**config.mk**
```make
export PLATFORM = sky130hd
export DESIGN_NAME = asrx_receiver
export DESIGN_NICKNAME = d
export VERILOG_FILES = /design/src/verilog/asrx_receiver.v
export VERILOG_INCLUDE_DIRS = /design/src /design/src/verilog
export SDC_FILE = /design/constraint.sdc
export NUM_CORES = 1
export LEC_CHECK = 0
export BUFFER_PORTS_ARGS = -buffer_cell sky130_fd_sc_hd__buf_2
export CAP_MARGIN = 10
export CELL_PAD_IN_SITES_DETAIL_PLACEMENT = 1
export CELL_PAD_IN_SITES_GLOBAL_PLACEMENT = 1
export CORE_MARGIN = 1
export CORE_UTILIZATION = 45
export CTS_BUF_LIST = sky130_fd_sc_hd__clkbuf_4 sky130_fd_sc_hd__clkbuf_8 sky130_fd_sc_hd__clkbuf_16
export DETAILED_ROUTE_END_ITERATION = 16
export GPL_TIMING_DRIVEN = 0
export HOLD_SLACK_MARGIN = 0.15
export PLACE_DENSITY_LB_ADDON = 0.1
export SETUP_SLACK_MARGIN = 0.5
export SLEW_MARGIN = 20
export SYNTH_ARGS = -nofsm -noshare
export SYNTH_HDL_FRONTEND = slang
export SYNTH_SLANG_ARGS = --single-unit
```
**constraint.sdc**
```tcl
create_clock -name clk_i -period 3.1 [get_ports clk_i]
set_clock_uncertainty 0.2 [all_clocks]
set_input_delay 0.155 -clock clk_i [delete_from_list [all_inputs] [get_ports clk_i]]
set_output_delay 0.155 -clock clk_i [all_outputs]
set_load 0.01 [all_outputs]
```
**src/verilog/asrx_defines.vh**
```
// constants for the asynchronous serial receiver
`ifndef ASRX_DEFINES_VH
`define ASRX_DEFINES_VH
`define ASRX_ADDR_CTRL      12'h000
`define ASRX_ADDR_STATUS    12'h004
`define ASRX_ADDR_DATA      12'h008
`define ASRX_ADDR_BAUD      12'h00C
`define ASRX_CTRL_ENABLE    0
`define ASRX_CTRL_INVERT    1
`define ASRX_CTRL_NINE      2
`define ASRX_CTRL_WAKE      3
`define ASRX_CTRL_SLEEP     4
`define ASRX_CTRL_IDLEWS    5
`define ASRX_CTRL_ILT       6
`define ASRX_ST_FULL        0
`define ASRX_ST_OVERRUN     1
`define ASRX_ST_NOISE       2
`define ASRX_ST_FRAME       3
`define ASRX_ST_PARITY      4
`define ASRX_ST_IDLE        5
`define ASRX_ST_ACTIVE      6
`define ASRX_BAUD_RESET     16'h0004
`define ASRX_SLOTS          5'h10
`define ASRX_BITS_8         4'hA
`define ASRX_BITS_9         4'hB
`endif

```
**src/verilog/asrx_receiver.v**
```verilog
// receive half of an asynchronous serial port with an apb register slave
`timescale 1ns/1ps
`include "asrx_defines.vh"

// Function
// - invert the serial input first when the polarity-invert control is one
// - assemble and deliver characters only while the receiver enable bit is set
// - frame is low start, eight or nine data bits lsb first, high stop
// - after the stop bit, move the character into a non-full buffer, set full
// - full flag still set: set overrun, drop new character, keep old one
// - sample at sixteen times baud, sixteen slots per bit
// - falling edge is a low sample after three high samples
// - start check at slots three, five, seven; accept if two are low
// - every data and stop bit decided by majority of slots eight, nine, ten
// - start bit counts as low whenever the start check passed
// - any sample disagreeing with its bit level sets noise at transfer
// - keep hunting falling edges and realign slot timing on one past slot ten of a data bit
// - framing error without break preloads edge history with three highs
// - while framing flag is set, shifting runs but no transfer happens
// - sleep suppresses full, overrun, noise and framing except for an address-mark character, and idle unless idle-while-sleeping set
// - idle wakeup clears sleep after ten or eleven idle bit times
// - idle that wakes the receiver sets no idle flag unless option set
// - idle-while-sleeping set: an idle sets the idle flag while sleeping too
// - idle count starts after start bit, or after stop bit when type is one
// - address-mark wakeup clears sleep when the character msb is high
// - address-mark wake happens with the stop-bit transfer; that character is received
// - full clears on a status read while set followed by a data read
// - error flags set together with full, never on overrun
// - once idle sets, it waits for a new received character before setting again
// - ninth data bit kept in its own bit left of the data byte
module asrx_receiver #(
   parameter BAUD_W = 16
) (
   // clock and reset
   input  wire        clk_i,
   input  wire        rst_n_i,
   // apb slave
   input  wire        psel_i,
   input  wire        penable_i,
   input  wire        pwrite_i,
   input  wire [11:0] paddr_i,
   input  wire [31:0] pwdata_i,
   output wire        pready_o,
   output reg  [31:0] prdata_o,
   output wire        pslverr_o,
   // serial line
   input  wire        rxd_i
);

   // ----------------------------------------------------------------
   // register bus
   // ----------------------------------------------------------------
   reg  [6:0]        ctrl_r;
   reg  [BAUD_W-1:0] baud_r;
   reg               rx_full_flag;
   reg               overrun_r;
   reg               noise_flag;
   reg               framing_error_flag;
   reg               idle_r;
   reg  [7:0]        data_r;
   reg               rx_ninth_bit;
   reg               stat_armed_r;
   reg               idle_armed_r;

   wire acc      = psel_i & penable_i;
   wire wr       = acc & pwrite_i;
   wire rd       = acc & ~pwrite_i;
   wire sel_ctrl = (paddr_i == `ASRX_ADDR_CTRL);
   wire sel_stat = (paddr_i == `ASRX_ADDR_STATUS);
   wire sel_data = (paddr_i == `ASRX_ADDR_DATA);
   wire sel_baud = (paddr_i == `ASRX_ADDR_BAUD);
   wire mapped   = sel_ctrl | sel_stat | sel_data | sel_baud;

   // zero-wait slave: every access phase completes in one cycle
   assign pready_o  = 1'b1;
   assign pslverr_o = acc & ~mapped;

   wire en     = ctrl_r[`ASRX_CTRL_ENABLE];
   wire inv    = ctrl_r[`ASRX_CTRL_INVERT];
   wire nine   = ctrl_r[`ASRX_CTRL_NINE];
   wire wake   = ctrl_r[`ASRX_CTRL_WAKE];
   wire sleep  = ctrl_r[`ASRX_CTRL_SLEEP];
   wire idlews = ctrl_r[`ASRX_CTRL_IDLEWS];
   wire idle_count_type    = ctrl_r[`ASRX_CTRL_ILT];

   // ----------------------------------------------------------------
   // sixteen-times sample tick
   // ----------------------------------------------------------------
   // the divider reloads at zero, so a tick comes every baud_r + 1 clocks
   reg [BAUD_W-1:0] div_r;
   wire tick = (div_r == {BAUD_W{1'b0}});

   always @(posedge clk_i or negedge rst_n_i) begin
      if (!rst_n_i) begin
         div_r <= {BAUD_W{1'b0}};
      end else if (tick) begin
         div_r <= baud_r;
      end else begin
         div_r <= div_r - {{(BAUD_W-1){1'b0}}, 1'b1};
      end
   end

   // ----------------------------------------------------------------
   // sampling and frame assembly
   // ----------------------------------------------------------------
   localparam ST_HUNT  = 3'b001;
   localparam ST_START = 3'b010;
   localparam ST_BITS  = 3'b100;

   wire       rx_s = rxd_i ^ inv;
   reg  [2:0] state_r;
   // last three samples for the falling-edge search
   reg  [2:0] hist_r;
   reg  [4:0] slot_r;
   reg  [3:0] bitn_r;
   reg  [2:0] smp_r;
   reg  [1:0] strt_r;
   reg        noisy_r;
   reg        strt_hi_r;
   reg  [8:0] shift_r;
   reg  [3:0] idle_cnt_r;
   reg  [4:0] idle_slot_r;
   reg        idle_run_r;
   reg        done_r;
   reg        fe_new_r;
   reg        brk_new_r;

   wire [3:0] nbits  = nine ? `ASRX_BITS_9 : `ASRX_BITS_8;
   wire       fall   = (hist_r == 3'b111) & ~rx_s;
   wire [2:0] smp_n  = {smp_r[1:0], rx_s};
   wire       maj    = (smp_n[0] & smp_n[1]) | (smp_n[0] & smp_n[2]) | (smp_n[1] & smp_n[2]);
   wire       disag  = ~(smp_n == 3'b000 || smp_n == 3'b111);
   wire [3:0] last_b = nbits - 4'h1;

   // character frame in shift_r: data lsb first, bit 8 ninth
   wire [8:0] frame  = nine ? shift_r : {1'b0, shift_r[8:1]};
   // both modes leave the most significant data bit at the top of the shifter
   wire       msb    = shift_r[8];

   always @(posedge clk_i or negedge rst_n_i) begin
      if (!rst_n_i) begin
         state_r   <= ST_HUNT;
         hist_r    <= 3'b000;
         slot_r    <= 5'h00;
         bitn_r    <= 4'h0;
         smp_r     <= 3'b000;
         strt_r    <= 2'b00;
         noisy_r   <= 1'b0;
         strt_hi_r <= 1'b0;
         shift_r   <= 9'h000;
         done_r    <= 1'b0;
         fe_new_r  <= 1'b0;
         brk_new_r <= 1'b0;
      end else begin
         done_r <= 1'b0;
         if (!en) begin
            // a disabled receiver forgets its edge history
            state_r <= ST_HUNT;
            hist_r  <= 3'b000;
         end else if (tick) begin
            hist_r <= {hist_r[1:0], rx_s};
            case (state_r)
               ST_HUNT: begin
                  if (fall) begin
                     state_r <= ST_START;
                     slot_r  <= 5'h02;
                     strt_r  <= 2'b00;
                     noisy_r <= 1'b0;
                     strt_hi_r <= 1'b0;
                     bitn_r  <= 4'h0;
                  end
               end
               ST_START: begin
                  slot_r <= slot_r + 5'h01;
                  if (slot_r == 5'h03 || slot_r == 5'h05 || slot_r == 5'h07) begin
                     if (!rx_s) begin
                        strt_r <= strt_r + 2'b01;
                     end else begin
                        // start-check samples that read high count as noise
                        strt_hi_r <= 1'b1;
                     end
                  end
                  if (slot_r == 5'h07) begin
                     if (strt_r + {1'b0, ~rx_s} >= 2'b10) begin
                        state_r <= ST_BITS;
                        noisy_r <= strt_hi_r | rx_s;
                     end else begin
                        state_r <= ST_HUNT;
                     end
                  end
               end
               ST_BITS: begin
                  slot_r <= (slot_r == `ASRX_SLOTS) ? 5'h01 : slot_r + 5'h01;
                  if (slot_r == `ASRX_SLOTS) begin
                     bitn_r <= bitn_r + 4'h1;
                  end
                  // realign on a data-bit falling edge
                  // only late in a bit, so a bit's own edge is not counted twice
                  if (fall && bitn_r != 4'h0 && slot_r > 5'h0A) begin
                     slot_r <= 5'h02;
                     bitn_r <= bitn_r + 4'h1;
                  end
                  if (slot_r >= 5'h08 && slot_r <= 5'h0A) begin
                     smp_r <= smp_n;
                  end
                  if (slot_r == 5'h0A) begin
                     if (disag) begin
                        noisy_r <= 1'b1;
                     end
                     if (bitn_r != 4'h0 && bitn_r != last_b) begin
                        shift_r <= {maj, shift_r[8:1]};
                     end
                     if (bitn_r == last_b) begin
                        state_r   <= ST_HUNT;
                        done_r    <= 1'b1;
                        fe_new_r  <= ~maj;
                        brk_new_r <= ~maj & (frame == 9'h000);
                        // a low line that continues looks like a fresh start at once
                        if (~maj && frame != 9'h000) begin
                           hist_r <= 3'b111;
                        end
                     end
                  end
               end
               default: begin
                  state_r <= ST_HUNT;
               end
            endcase
         end
      end
   end

   // ----------------------------------------------------------------
   // idle line detection
   // ----------------------------------------------------------------
   // the count restarts on every low sample, so only an unbroken high stretch counts
   wire idle_bit_end = idle_run_r & tick & (idle_slot_r == `ASRX_SLOTS);
   wire idle_hit     = idle_bit_end & (idle_cnt_r == nbits - 4'h1);

   always @(posedge clk_i or negedge rst_n_i) begin
      if (!rst_n_i) begin
         idle_cnt_r  <= 4'h0;
         idle_slot_r <= 5'h01;
         idle_run_r  <= 1'b0;
      end else if (!en || (tick && !rx_s)) begin
         idle_cnt_r  <= 4'h0;
         idle_slot_r <= 5'h01;
         idle_run_r  <= 1'b0;
      end else if (tick) begin
         if (!idle_run_r) begin
            if ((!idle_count_type && state_r == ST_BITS && bitn_r != 4'h0) ||
                (state_r == ST_HUNT && !done_r)) begin
               idle_run_r <= 1'b1;
            end
         end else if (idle_slot_r == `ASRX_SLOTS) begin
            idle_slot_r <= 5'h01;
            if (idle_cnt_r != nbits - 4'h1) begin
               idle_cnt_r <= idle_cnt_r + 4'h1;
            end
         end else begin
            idle_slot_r <= idle_slot_r + 5'h01;
         end
      end
   end

   // keeps one idle stretch from raising the idle event twice
   reg idle_seen_r;
   always @(posedge clk_i or negedge rst_n_i) begin
      if (!rst_n_i) begin
         idle_seen_r <= 1'b0;
      end else begin
         idle_seen_r <= idle_hit | (idle_seen_r & idle_run_r);
      end
   end
   wire idle_event = idle_hit & ~idle_seen_r;

   // ----------------------------------------------------------------
   // flags, buffer and registers
   // ----------------------------------------------------------------
   wire stat_read  = rd & sel_stat;
   wire data_read  = rd & sel_data;
   wire clr_seq    = data_read & stat_armed_r;
   wire addr_hit   = done_r & wake & msb;
   wire awake      = ~sleep | addr_hit;
   wire xfer_ok    = done_r & awake & ~framing_error_flag;
   wire store      = xfer_ok & (~rx_full_flag | clr_seq);
   wire ovr        = xfer_ok & rx_full_flag & ~clr_seq;
   wire idle_set   = idle_event & idle_armed_r & (~sleep | idlews);
   // sleep clears on an address mark, or on a full idle character when wake is clear
   wire sleep_clr  = addr_hit | (idle_event & ~wake);
   wire [6:0] ctrl_wr = pwdata_i[6:0];

   always @(posedge clk_i or negedge rst_n_i) begin
      if (!rst_n_i) begin
         ctrl_r             <= 7'h00;
         baud_r             <= `ASRX_BAUD_RESET;
         rx_full_flag       <= 1'b0;
         overrun_r          <= 1'b0;
         noise_flag         <= 1'b0;
         framing_error_flag <= 1'b0;
         idle_r             <= 1'b0;
         data_r             <= 8'h00;
         rx_ninth_bit       <= 1'b0;
         stat_armed_r       <= 1'b0;
         idle_armed_r       <= 1'b1;
      end else begin
         if (wr && sel_ctrl) begin
            ctrl_r <= ctrl_wr;
         end else if (sleep_clr) begin
            ctrl_r[`ASRX_CTRL_SLEEP] <= 1'b0;
         end
         if (wr && sel_baud) begin
            baud_r <= pwdata_i[BAUD_W-1:0];
         end
         // a status read arms the clear only while full or idle is set
         if (stat_read) begin
            stat_armed_r <= rx_full_flag | idle_r;
         end else if (data_read) begin
            stat_armed_r <= 1'b0;
         end
         // a store and a clearing data read in one cycle: the store wins
         if (store) begin
            rx_full_flag       <= 1'b1;
            data_r             <= frame[7:0];
            rx_ninth_bit       <= frame[8];
            noise_flag         <= noisy_r;
            framing_error_flag <= fe_new_r;
            idle_armed_r       <= 1'b1;
         end else if (clr_seq) begin
            rx_full_flag       <= 1'b0;
            noise_flag         <= 1'b0;
            framing_error_flag <= 1'b0;
         end
         if (done_r && awake && framing_error_flag == 1'b0 && fe_new_r && !store) begin
            framing_error_flag <= framing_error_flag;
         end
         if (ovr) begin
            overrun_r <= 1'b1;
         end else if (clr_seq) begin
            overrun_r <= 1'b0;
         end
         if (idle_set) begin
            idle_r       <= 1'b1;
            idle_armed_r <= 1'b0;
         end else if (clr_seq && idle_r) begin
            idle_r <= 1'b0;
         end
      end
   end

   // read data is captured in the setup cycle and stands through the access phase
   always @(posedge clk_i or negedge rst_n_i) begin
      if (!rst_n_i) begin
         prdata_o <= 32'h0000_0000;
      end else if (psel_i && !penable_i && !pwrite_i) begin
         prdata_o <= 32'h0000_0000;
         if (sel_ctrl) begin
            prdata_o <= {25'h0, ctrl_r};
         end else if (sel_stat) begin
            prdata_o <= {25'h0, state_r != ST_HUNT, idle_r, 1'b0,
                         framing_error_flag, noise_flag, overrun_r, rx_full_flag};
         end else if (sel_data) begin
            prdata_o <= {23'h0, rx_ninth_bit, data_r};
         end else if (sel_baud) begin
            prdata_o <= {{(32-BAUD_W){1'b0}}, baud_r};
         end
      end
   end

endmodule

```
== Yosys cells after proc, flatten, opt, wreduce, memory -nomap -nowiden ==
Index checks and enable logic that the tools add are counted.
W data, S select, Z words.
Word-level totals
  input port bits: 50
  bits in registers: 130
Cells by class
  add/sub/neg operators: 8
  multiplexer cells: 73
  reductions and logical operators: 60
  bitwise operators: 50
  order comparisons: 4
  equal/unequal tests: 33
Operator list (number)
  $mux W16: 5
  $mux W3: 13
  $mux W5: 7
  $mux W4: 8
  $mux W1: 30
  $and A1 B1 Y1: 26
  $eq A12 B4 Y1 const B: 2
  $reduce_bool A2 Y1: 12
  $reduce_and A5 Y1: 4
  $logic_and A1 B1 Y1: 18
  $logic_not A16 Y1: 1
  $ne A2 B2 Y1 const B: 8
  $sub A16 B1 Y16 const B: 1
  $ne A3 B3 Y1 const B: 5
  $pmux W5 S3: 1
  $eq A12 B3 Y1 const B: 1
  $logic_not A12 Y1: 1
  $or A1 B1 Y1: 12
  $reduce_and A4 Y1: 3
  $reduce_and A6 Y1: 2
  $not A1 Y1: 11
  $add A5 B1 Y5 const B: 2
  $eq A5 B3 Y1 const B: 2
  $eq A5 B5 Y1 const B: 2
  other kinds (33): 51

== Logic depth before layout (Yosys ltp) ==
Gate-level depths: netlist of the first run.
  depth in word-level cells: 12
  mapped depth: 8
  gate-level depth less buffers: 7

== Worst setup path before layout of the first run ==
OpenSTA, ideal clock, no wires.
  path type: reg-to-reg
  start point: reg div_r[7]
  end point: reg smp_r[0]
  path slack: 0.391 ns
  path buffers: 0
  stages on the path, launching flop included: 6
  arrival: 2.382 ns
  period minus slack after synthesis: 2.709 ns
  path through: dfrtp_1 or4_4 nor4b_4 nand3_4 or4_4 mux2_1
On the way
  longest elaborated chain between the ends: 2
Ends and longest elaborated chain
  start: declaration: RTL line asrx_receiver.v:90  | reg [BAUD_W-1:0] div_r;
  start signal: assignment: RTL line asrx_receiver.v:95  | div_r <= {BAUD_W{1'b0}};
  start signal: assignment: RTL line asrx_receiver.v:97  | div_r <= baud_r;
  start signal: assignment: RTL line asrx_receiver.v:99  | div_r <= div_r - {{(BAUD_W-1){1'b0}}, 1'b1};
  $logic_not A16 Y1: RTL line asrx_receiver.v:91  | wire tick = (div_r == {BAUD_W{1'b0}});
  $reduce_and A4 Y1 (no line)
  end signal: assignment: RTL line asrx_receiver.v:204  | smp_r <= smp_n;
  end: declaration: RTL line asrx_receiver.v:116  | reg [2:0] smp_r;
Every way passes these cells.
A chain may end at the register's enable or synchronous reset.

== Worst setup path in the final report of the first run ==
  start point: reg div_r[6]
  end point: reg strt_r[1]
On the way
  longest elaborated chain between the ends: 2
Ends and longest elaborated chain
  $logic_not A16 Y1: RTL line asrx_receiver.v:91
  $reduce_and A6 Y1 (no line)
  end signal: assignment: RTL line asrx_receiver.v:177  | strt_r <= strt_r + 2'b01;
  end: declaration: RTL line asrx_receiver.v:117  | reg [1:0] strt_r;
Every way passes these cells.

==> impl_metrics.csv, run 1 <==
group,metric,value,unit
status,status,"completed",
synth,synth_top_family_by_area,"simple AND/OR/NAND/NOR gates",
clock_network,clk_latency,0.43,ns
route,vias,5246,
timing,finalCritPeriodShare,87.1,%
placement,port-buffer-count,50,
route,wl_met2,10300,um
timing,fin_hold_ws,0.234,ns
synth,synth_compound_area_share,12.5,%
power,p_sw_share,28.3,%
timing,final.min_clock_period,2.70,ns
timing,rsz0062_at_grt,"yes",
clock_network,clk_pin_slew,0.06,ns
grt,grt_pass1_wl,29600,um
route,ant_nets,0,
placement,hpwlAfterDp,11800,um
power,p_leak,3.80,nW
timing,max_freq,0.370,GHz
placement,dpl_worst_slack,-0.0786,ns
layout,areaGrowthSynthToFinish,34.5,%
power,ir_drop,0.000453,V
synth,syn_inst,571,
synth,synthAdderAreaFrac,2.02,%
route,wl_per_cell,21.7,um
synth,synthFlopType,"dfrtp_1",
grt,grt_max_degree,67,
synth,synth_cell_type_count,72,
layout,drive_gt1_share,35.7,%
timing,hold_violations,0,
clock_network,cts_buffer_depth,2,
worst_setup_path,worstPathCellList,"or4_4 > or4b_4 > nor3b_4 > buf_6 > a31oi_1 > a221o_1",
synth,synth_simple_gate_area_share,18.4,%
power,seqPwrFrac,39.2,%
timing,drv_slew,0,
grt,grt_pass1_vias,5475,
route,m1WireLength,8180,um
worst_setup_path,slowest_delay,0.59,ns
layout,layout_commonest_cell,"dfrtp_1",
route,maxUsedRoutingLayer,"met4",
timing,relSlewSlack,47.4,%
layout,fin_nets,781,
timing,fin_setup_tns,0,ns
timing,worst_slew_pin_slew,0.784,ns
die,fp.dieH,118,um
synth,synth.area.mux_share,13.2,%
clock_network,cts_tree,"built",
route,drt_wl_total,19700,um
clock_network,cts_buffers,17,
synth,synthXorXnorAreaFrac,1.73,%
power,p_sw,1.24,mW
route,drt_pass1_iterations,4,
power,clkPwrFrac,44.3,%
power,intPower,3.15,mW
die,rows,42,
grt,antenna_found_initial,0,
synth,async_flop_share,100,%
synth,synth_seq_cells,114,
worst_setup_path,cp_slowest_cell,"or4b_4",
layout,antenna_cells,0,
grt,track_usage,27.7,%
layout,fillers,1409,
run,cap_violations,0,
die,initial_core_util,46.0,%
synth,synth-edff-count,0,
clock_network,root_buffer,"clkbuf_16",
route,met3WireLength,694,um
worst_setup_path,worst_ep_arrival_time,2.80,ns
route,drc,0,
worst_setup_path,required,3.20,ns
timing,setup_slack,0.401,ns
die,core_area,13200,um2
synth,synth_area_per_cell,10.6,um2
clock_network,clkSinkCount,114,
die,die_area,14000,um2
hold_path,hold_class,"input pin to flip-flop",
grt,grt-ovfl-total,0,
route,drt_iter0_markers,297,
die,die_w,118,um
synth,synth-seq-area-share,47.1,%
power,power_density,538,nW/um2
synth,ys_warn_count,0,
placement,routabilityCongestion,0.812,
die,io-pin-count,84,
worst_setup_path,start_kind,"flip-flop",
power,p_comb_share,16.5,%
worst_setup_path,worst_setup_path_end_kind,"flip-flop",
worst_setup_path,path_class,"flip-flop to flip-flop",
worst_setup_path,path_max_fanout,5,
synth,syn-cell-area,6070,um2
layout,final_cell_mix,"110 x dfrtp_1, 51 x buf_2, 44 x mux2_2",
route,viasPerCell,5.77,
clock_network,htreeDepth,4,
layout,fin_util,61.9,%
timing,setup_viol,0,
power groups by stage:
stage / Combinational, mW / Sequential [mW] / Clock, mW
after floorplan: 0.349 / 1.71 / 0
after global placement: 0.487 / 1.73 / 0
after detailed placement: 0.516 / 1.74 / 0
after CTS: 0.662 / 1.70 / 1.96
after global routing: 0.776 / 1.73 / 2.03
final: 0.724 / 1.72 / 1.95
final timing paths:
path                                         startpoint                       end  slack (ns)  cells past startpoint
worst max register to register       div_r[6]$_DFF_PN0_     strt_r[1]$_DFFE_PN0P_        0.40                      6
max in group asynchronous                       rst_n_i  idle_armed_r$_DFFE_PN1P_        1.28                      4
min in group asynchronous                       rst_n_i     slot_r[3]$_DFFE_PN0P_        0.68                      3
worst min-delay path                         paddr_i[7]  prdata_o[11]$_DFFE_PN0P_        0.23                      5
worst max-delay path                 div_r[6]$_DFF_PN0_     strt_r[1]$_DFFE_PN0P_        0.40                      6
worst min register to register  prdata_o[3]$_DFFE_PN0P_   prdata_o[3]$_DFFE_PN0P_        0.28                      2
metrics by stage:
| stage | cell area (um2) | power, mW | instances |
|---|---|---|---|
| 2_1_floorplan | 6130 | 2.06 | 586 |
| 3_3_place_gp | 6600 | 2.21 | 812 |
| 3_5_place_dp | 6640 | 2.26 | 813 |
| 4_1_cts | 7840 | 4.32 | 895 |
| 5_1_grt | 8160 | 4.54 | 909 |
| 6_report | 8160 | 4.40 | 909 |
critical path: cells and delay by family (launching register included):
kind / cells / cell delay [ns]
DFF: 1 / 0.39
AOI/OAI and AO/OA: 2 / 0.37
buffers and inverters: 1 / 0.17
and+or+nand+nor: 3 / 1.44
layer usage:
layer | vias to the layer above | GRT usage [%]
li1 | 2366 | -
met1 | 2725 | 34.4
met2 | 113 | 46.8
met3 | 42 | 5.69
met4 | 0 | 11.8
met5 | - | 0
registers in the layout, indices dropped and copies added (netlist names), 5 cells and up:
register     count
div_r           16
baud_r          16
shift_r          9
slot_r           5
idle_slot_r      5
prdata_o        16
ctrl_r           7
data_r           8
cells in the mapped netlist, drive strengths merged (7+ instances only):
| cell | number | share of area (%) |
|---|---|---|
| nor4 | 8 | 1.6 |
| inv | 25 | 1.5 |
| clkbuf | 15 | 0.93 |
| nor3 | 20 | 1.6 |
| ha | 9 | 1.9 |
| nand4 | 10 | 1.0 |
| a22o | 8 | 1.2 |
| nor2 | 41 | 2.6 |
| xnor2 | 7 | 1.0 |
| a31oi | 8 | 0.82 |
| o21ai | 34 | 2.8 |
| nand3 | 17 | 1.7 |
| mux2i | 8 | 1.3 |
| dfrtp | 110 | 45 |
| a21oi | 13 | 1.1 |
| nand2 | 42 | 2.6 |
| mux2 | 52 | 9.6 |
| buf | 22 | 2.5 |
| or3 | 11 | 1.2 |
area by class of cell:
cell class | instances | area (um2) | share of cell area, %
Multi-Input combinational cell | 410 | 3230 | 39.6
Sequential cell | 114 | 2860 | 35.0
Timing Repair Buffer | 117 | 937 | 11.5
Clock buffer | 21 | 474 | 5.81
Buffer | 37 | 244 | 2.99
Tap cell | 176 | 220 | 2.70
Clock inverter | 9 | 108 | 1.32
Inverter | 25 | 93.8 | 1.15
cell families after synthesis:
group	count (synthesis)
fa+ha+maj	10
flops	114
other cells	2
mux	66
simple gates	195
compound gates	110
xor+xnor	12
buf+inv	62
timing repair:
action	CTS	global route
setup endpoints to repair	59	55
buffers inserted	20	13
hold endpoints to repair	150	0
gates resized for setup	28	53
cloned	1	1
pin swaps	14	14
hold buffers	31	0
Power figures use the tool's default switching activity.
==> run 2, diff against run 1 <==
- CELL_PAD_IN_SITES_DETAIL_PLACEMENT: 1 -> unset
- CELL_PAD_IN_SITES_GLOBAL_PLACEMENT: 1 -> unset
- CORE_UTILIZATION: 45 -> 58
- CTS_CLUSTER_DIAMETER: unset -> 150
==> impl_metrics.csv, run 2 (synthesis results as in run 1) <==
group,metric,value,unit
grt,globalRouteMet2Util,52.5,%
worst_setup_path,worst_ep_arrival_time,2.85,ns
timing,fin_setup_tns,0,ns
timing,hold_violations,0,
grt,grt_pass1_wl,27500,um
run,cap_violations,0,
status,status,"completed",
worst_setup_path,r2r_end,"div_r[14]$_DFF_PN0_",
placement,port-buffer-count,50,
layout,reg.largest.list,"baud_r: 16 flops, div_r: 16 flops, prdata_o: 16 flops",
clock_network,cts_tree,"built",
worst_setup_path,start_kind,"flip-flop",
layout,multi_input_area,3130,um2
power,intPower,2.91,mW
die,die_w,104,um
layout,layout_commonest_cell,"dfrtp_1",
timing,max_freq,0.378,GHz
worst_setup_path,worstPathCellList,"or4_4 > or4b_4 > buf_8 > or3_1 > mux2_2",
die,die_area,10900,um2
route,wl_per_cell,19.6,um
grt,track_usage,32.3,%
die,rows,36,
die,io-pin-count,84,
grt,grtUsageMet3,7.71,%
grt,antenna_found_initial,0,
worst_setup_path,critPathBufInv,1,
timing,final.min_clock_period,2.64,ns
grt,grt-ovfl-total,0,
grt,grt_pass1_vias,5415,
grt,met1_usage,40.5,%
hold_path,whs_path_depth,5,
die,initial_core_util,61.0,%
layout,fin_util,79.4,%
worst_setup_path,critical-path-top-delay-family,"simple AND/OR/NAND/NOR gates",
timing,finalCritPeriodShare,85.3,%
route,drt_pass1_iterations,5,
route,drt_iter0_markers,331,
hold_path,min_from,"penable_i",
clock_network,cts_buffers,17,
power,clkPwrFrac,43.3,%
power,power_density,527,nW/um2
layout,drive_gt1_share,33.4,%
power,p_sw_share,30.2,%
layout,fillers,620,
route,drt_wl_total,16900,um
route,ant_nets,0,
layout,register_area,2860,um2
layout,antenna_cells,0,
placement,hpwlAfterDp,10300,um
clock_network,cts_buffer_depth,2,
grt,grt_max_degree,61,
route,vias,5313,
power,p_comb_share,15.8,%
worst_setup_path,reg2reg_depth,5,
route,viasPerCell,6.17,
power,seqPwrFrac,40.9,%
power,p_sw,1.26,mW
clock_network,root_buffer,"clkbuf_8",
layout,fin_nets,774,
layout,final_cell_mix,"110 x dfrtp_1, 50 x buf_2, 44 x mux2_2",
power,ir_drop,0.000520,V
timing,worst_slew_pin_slew,0.697,ns
worst_setup_path,rr_startpoint,"div_r[6]$_DFF_PN0_",
hold_path,hold_class,"input pin to flip-flop",
worst_setup_path,reg2reg_slack,0.46,ns
timing,rsz0062_at_grt,"yes",
worst_setup_path,cp_slowest_cell,"or4_4",
placement,routabilityCongestion,0.848,
power,p_leak,3.69,nW
timing,drv_slew,0,
clock_network,clk_latency,0.52,ns
hold_path,min_to,"prdata_o[14]$_DFFE_PN0P_",
clock_network,htreeDepth,4,
timing,relSlewSlack,53.3,%
layout,areaGrowthSynthToFinish,30.2,%
worst_setup_path,worst_setup_path_end_kind,"flip-flop",
timing,setup_viol,0,
worst_setup_path,path_max_fanout,5,
worst_setup_path,slowest_delay,0.58,ns
worst_setup_path,path_class,"flip-flop to flip-flop",
grt,top_usage_layer,"met2",
clock_network,clk_pin_slew,0.06,ns
route,drc,0,
worst_setup_path,required,3.31,ns
die,fp.dieH,104,um
clock_network,clkSinkCount,114,
die,core_area,9950,um2
==> run 2: final cells by class <==
cell class                 count  share of cell area (%)
multi-input combinational    410                    39.6
sequential                   114                    36.2
timing repair buffer         110                    11.1
clock buffer                  18                    5.33
buffer                        37                    2.96
tap                          133                    2.11
clock inverter                14                    1.55
inverter                      25                    1.19
==> run 2: worst max path at each step <==
stage | start | endpoint | cells after the start
3_3_place_gp | div_r[6]$_DFF_PN0_ | shift_r[3]$_DFFE_PN0P_ | 5
5_1_grt | state_r[0]$_DFFE_PN1P_ | strt_r[0]$_DFFE_PN0P_ | 6
3_5_place_dp | div_r[6]$_DFF_PN0_ | shift_r[5]$_DFFE_PN0P_ | 5
6_report | div_r[6]$_DFF_PN0_ | div_r[14]$_DFF_PN0_ | 5
2_1_floorplan | div_r[6]$_DFF_PN0_ | shift_r[0]$_DFFE_PN0P_ | 5
4_1_cts | div_r[6]$_DFF_PN0_ | div_r[14]$_DFF_PN0_ | 5
==> run 2: power groups by stage <==
stage | Sequential (mW) | Clock [mW] | Combinational, mW
floorplan | 1.71 | 0 | 0.349
global placement | 1.72 | 0 | 0.475
detailed placement | 1.73 | 0 | 0.496
CTS | 1.70 | 1.82 | 0.603
global route | 1.72 | 1.89 | 0.716
finish | 1.71 | 1.81 | 0.657
==> run 2: repair_timing <==
item	4_1_cts	5_1_grt
hold buffers	33	1
resized for setup	29	22
buffers inserted	16	8
pin swaps	15	11
endpoints found under the setup margin	54	47
gates cloned	1	0
endpoints found under the hold margin	158	3
==> run 2: metal layers <==
layer  part of all wire, %  vias up  routed length, um
met5                     0        -                  0
met3                   6.1       59               1020
met1                    40     2664               6740
li1                      -     2362                  -
met4                   3.3        0                554
met2                    51      228               8560
==> run 2: worst register-to-register path, stage by stage, from the launching register on <==
cell	delay, ns
dfrtp_1	0.38
or4_4	0.58
or4b_4	0.58
buf_8	0.17
or3_1	0.35
mux2_2	0.28
==> run 2: through the flow <==
stage | total power [mW] | setup slack, ns | instance area (um2) | cells | hold slack (ns)
after CTS | 4.12 | 0.428 | 7760 | 852 | 0.173
after detailed placement | 2.23 | -0.0656 | 6580 | 770 | -0.0564
after global routing | 4.32 | 0.374 | 7910 | 861 | 0.163
final | 4.17 | 0.455 | 7910 | 861 | 0.138
after global placement | 2.20 | -0.0327 | 6550 | 769 | 0.186
after floorplan | 2.06 | 0.414 | 6130 | 586 | -0.341
==> run 3, diff against run 2 <==
- GPL_TIMING_DRIVEN: 0 -> unset
==> impl_metrics.csv, run 3 (synthesis results as in run 1) <==
group,metric,value,unit
die,rows,36,
layout,fin_nets,764,
worst_setup_path,cp_slowest_cell,"or4_4",
route,ant_nets,0,
layout,fillers,586,
layout,drive_gt1_share,32.5,%
placement,hpwlAfterDp,9890,um
grt,antenna_found_initial,0,
timing,finalCritPeriodShare,87.9,%
layout,final_cell_mix,"108 x dfrtp_1, 49 x buf_2, 44 x mux2_2",
hold_path,hold_class,"input pin to flip-flop",
power,clkPwrFrac,47.8,%
grt,grt_max_degree,45,
placement,numPlacedInstances,753,
worst_setup_path,worst_ep_arrival_time,2.94,ns
worst_setup_path,cp_common_cell,"or4_4",
status,status,"completed",
route,vias,5299,
worst_setup_path,slowest_delay,0.59,ns
clock_network,cts_buffers,17,
power,p_sw_share,26.7,%
route,drt_iter0_markers,450,
worst_setup_path,reg2reg_slack,0.38,ns
route,drt_pass1_iterations,7,
worst_setup_path,path_class,"flip-flop to flip-flop",
power,p_sw,1.20,mW
route,viasPerCell,6.23,
layout,register_area,2860,um2
die,fp.dieH,104,um
placement,dpl-instance-area,6510,um2
layout,areaGrowthSynthToFinish,30.7,%
timing,fin_setup_tns,0,ns
clock_network,clkSinkCount,114,
timing,worst_slew_pin_slew,0.608,ns
timing,fin_hold_ws,0.157,ns
power,power_density,567,nW/um2
power,ir_drop,0.000477,V
layout,fin_area,7930,um2
timing,rsz0062_at_grt,"yes",
grt,track_usage,31.5,%
route,wl_per_cell,20.6,um
layout,multi_input_area,3100,um2
timing,drv_slew,0,
clock_network,cts_tree,"built",
route,drc,0,
timing,hold_violations,0,
layout,fin_cells,850,
clock_network,htreeDepth,4,
layout,antenna_cells,0,
worst_setup_path,required,3.32,ns
timing,relSlewSlack,59.3,%
grt,grt_pass1_vias,5179,
timing,setup_viol,0,
power,p_leak,3.73,nW
worst_setup_path,start_kind,"flip-flop",
power,p_comb_share,13.9,%
clock_network,clk_latency,0.52,ns
layout,layout_commonest_cell,"dfrtp_1",
clock_network,cts_buffer_depth,2,
die,die_area,10900,um2
worst_setup_path,path_max_fanout,4,
timing,max_freq,0.367,GHz
grt,grt-ovfl-total,0,
worst_setup_path,worst_setup_path_end_kind,"flip-flop",
layout,reg.largest.list,"baud_r: 16 flops, div_r: 16 flops, prdata_o: 16 flops",
placement,routabilityCongestion,0.848,
power,intPower,3.29,mW
clock_network,root_buffer,"clkbuf_8",
run,cap_violations,0,
die,die_w,104,um
die,core_area,9950,um2
grt,grt_pass1_wl,26800,um
timing,final.min_clock_period,2.72,ns
placement,port-buffer-count,50,
power,seqPwrFrac,38.3,%
die,initial_core_util,61.0,%
worst_setup_path,worstPathCellList,"or4_4 > or4b_4 > o31a_1 > or4_4 > o31ai_2",
die,io-pin-count,84,
clock_network,clk_pin_slew,0.06,ns
route,drt_wl_total,17500,um
-- run 3: area by class of cell --
| class | instances | share of cell area, % |
|---|---|---|
| clock buffer | 19 | 5.57 |
| tap | 133 | 2.10 |
| inverter | 25 | 1.18 |
| timing repair buffer | 137 | 13.5 |
| multi-input combinational | 410 | 39.1 |
| sequential | 114 | 36.1 |
| clock inverter | 12 | 2.56 |
-- run 3: routing by layer --
metal / vias up / part of all wire [%] / track usage [%]
met5: - / 0 / 0
met4: 0 / 4.5 / 13.5
met3: 80 / 6.4 / 6.33
met2: 273 / 50 / 52.1
met1: 2606 / 39 / 40.0
li1: 2340 / - / -
-- run 3: final timing paths --
| kind | startpoint | to | cells past startpoint |
|---|---|---|---|
| worst max-delay path | div_r[9]$_DFF_PN0_ | idle_slot_r[4]$_DFFE_PN0P_ | 5 |
| worst min-delay path | paddr_i[4] | rx_full_flag$_DFFE_PN0P_ | 6 |
| worst max register to register | div_r[9]$_DFF_PN0_ | idle_slot_r[4]$_DFFE_PN0P_ | 5 |
| worst min register to register | data_r[6]$_DFFE_PN0P_ | data_r[6]$_DFFE_PN0P_ | 1 |
| max in group asynchronous | rst_n_i | div_r[15]$_DFF_PN0_ | 4 |
| min in group asynchronous | rst_n_i | baud_r[2]$_DFFE_PN1P_ | 3 |
-- run 3: what timing repair did --
item	4_1_cts	5_1_grt
pin swaps	7	4
hold buffers	43	2
resized for setup	14	26
endpoints found under the hold margin	152	4
setup endpoints to repair	22	64
gates cloned	1	0
setup buffers	10	10
-- run 3: stage by stage --
step	worst slack (ns)	power, mW	utilization, %
after floorplan	0.414	2.06	-
after global placement	0.294	2.21	65.4
after detailed placement	0.250	2.24	65.4
after CTS	0.384	4.44	77.7
after global routing	0.335	4.63	79.7
final	0.375	4.49	79.7
-- run 3: worst max-delay path: cells and delay by family (launching register included) --
family	cells	cell delay, ns
AO/OA/AOI/OAI	2	0.37
flip-flops	1	0.39
AND/OR/NAND/NOR	3	1.67
-- run 3: power by group through the flow --
| stage | Sequential (mW) | Combinational, mW | Clock (mW) |
|---|---|---|---|
| floorplan | 1.71 | 0.349 | 0 |
| global placement | 1.72 | 0.483 | 0 |
| detailed placement | 1.73 | 0.507 | 0 |
| CTS | 1.71 | 0.588 | 2.15 |
| global route | 1.73 | 0.678 | 2.22 |
| finish | 1.72 | 0.626 | 2.15 |
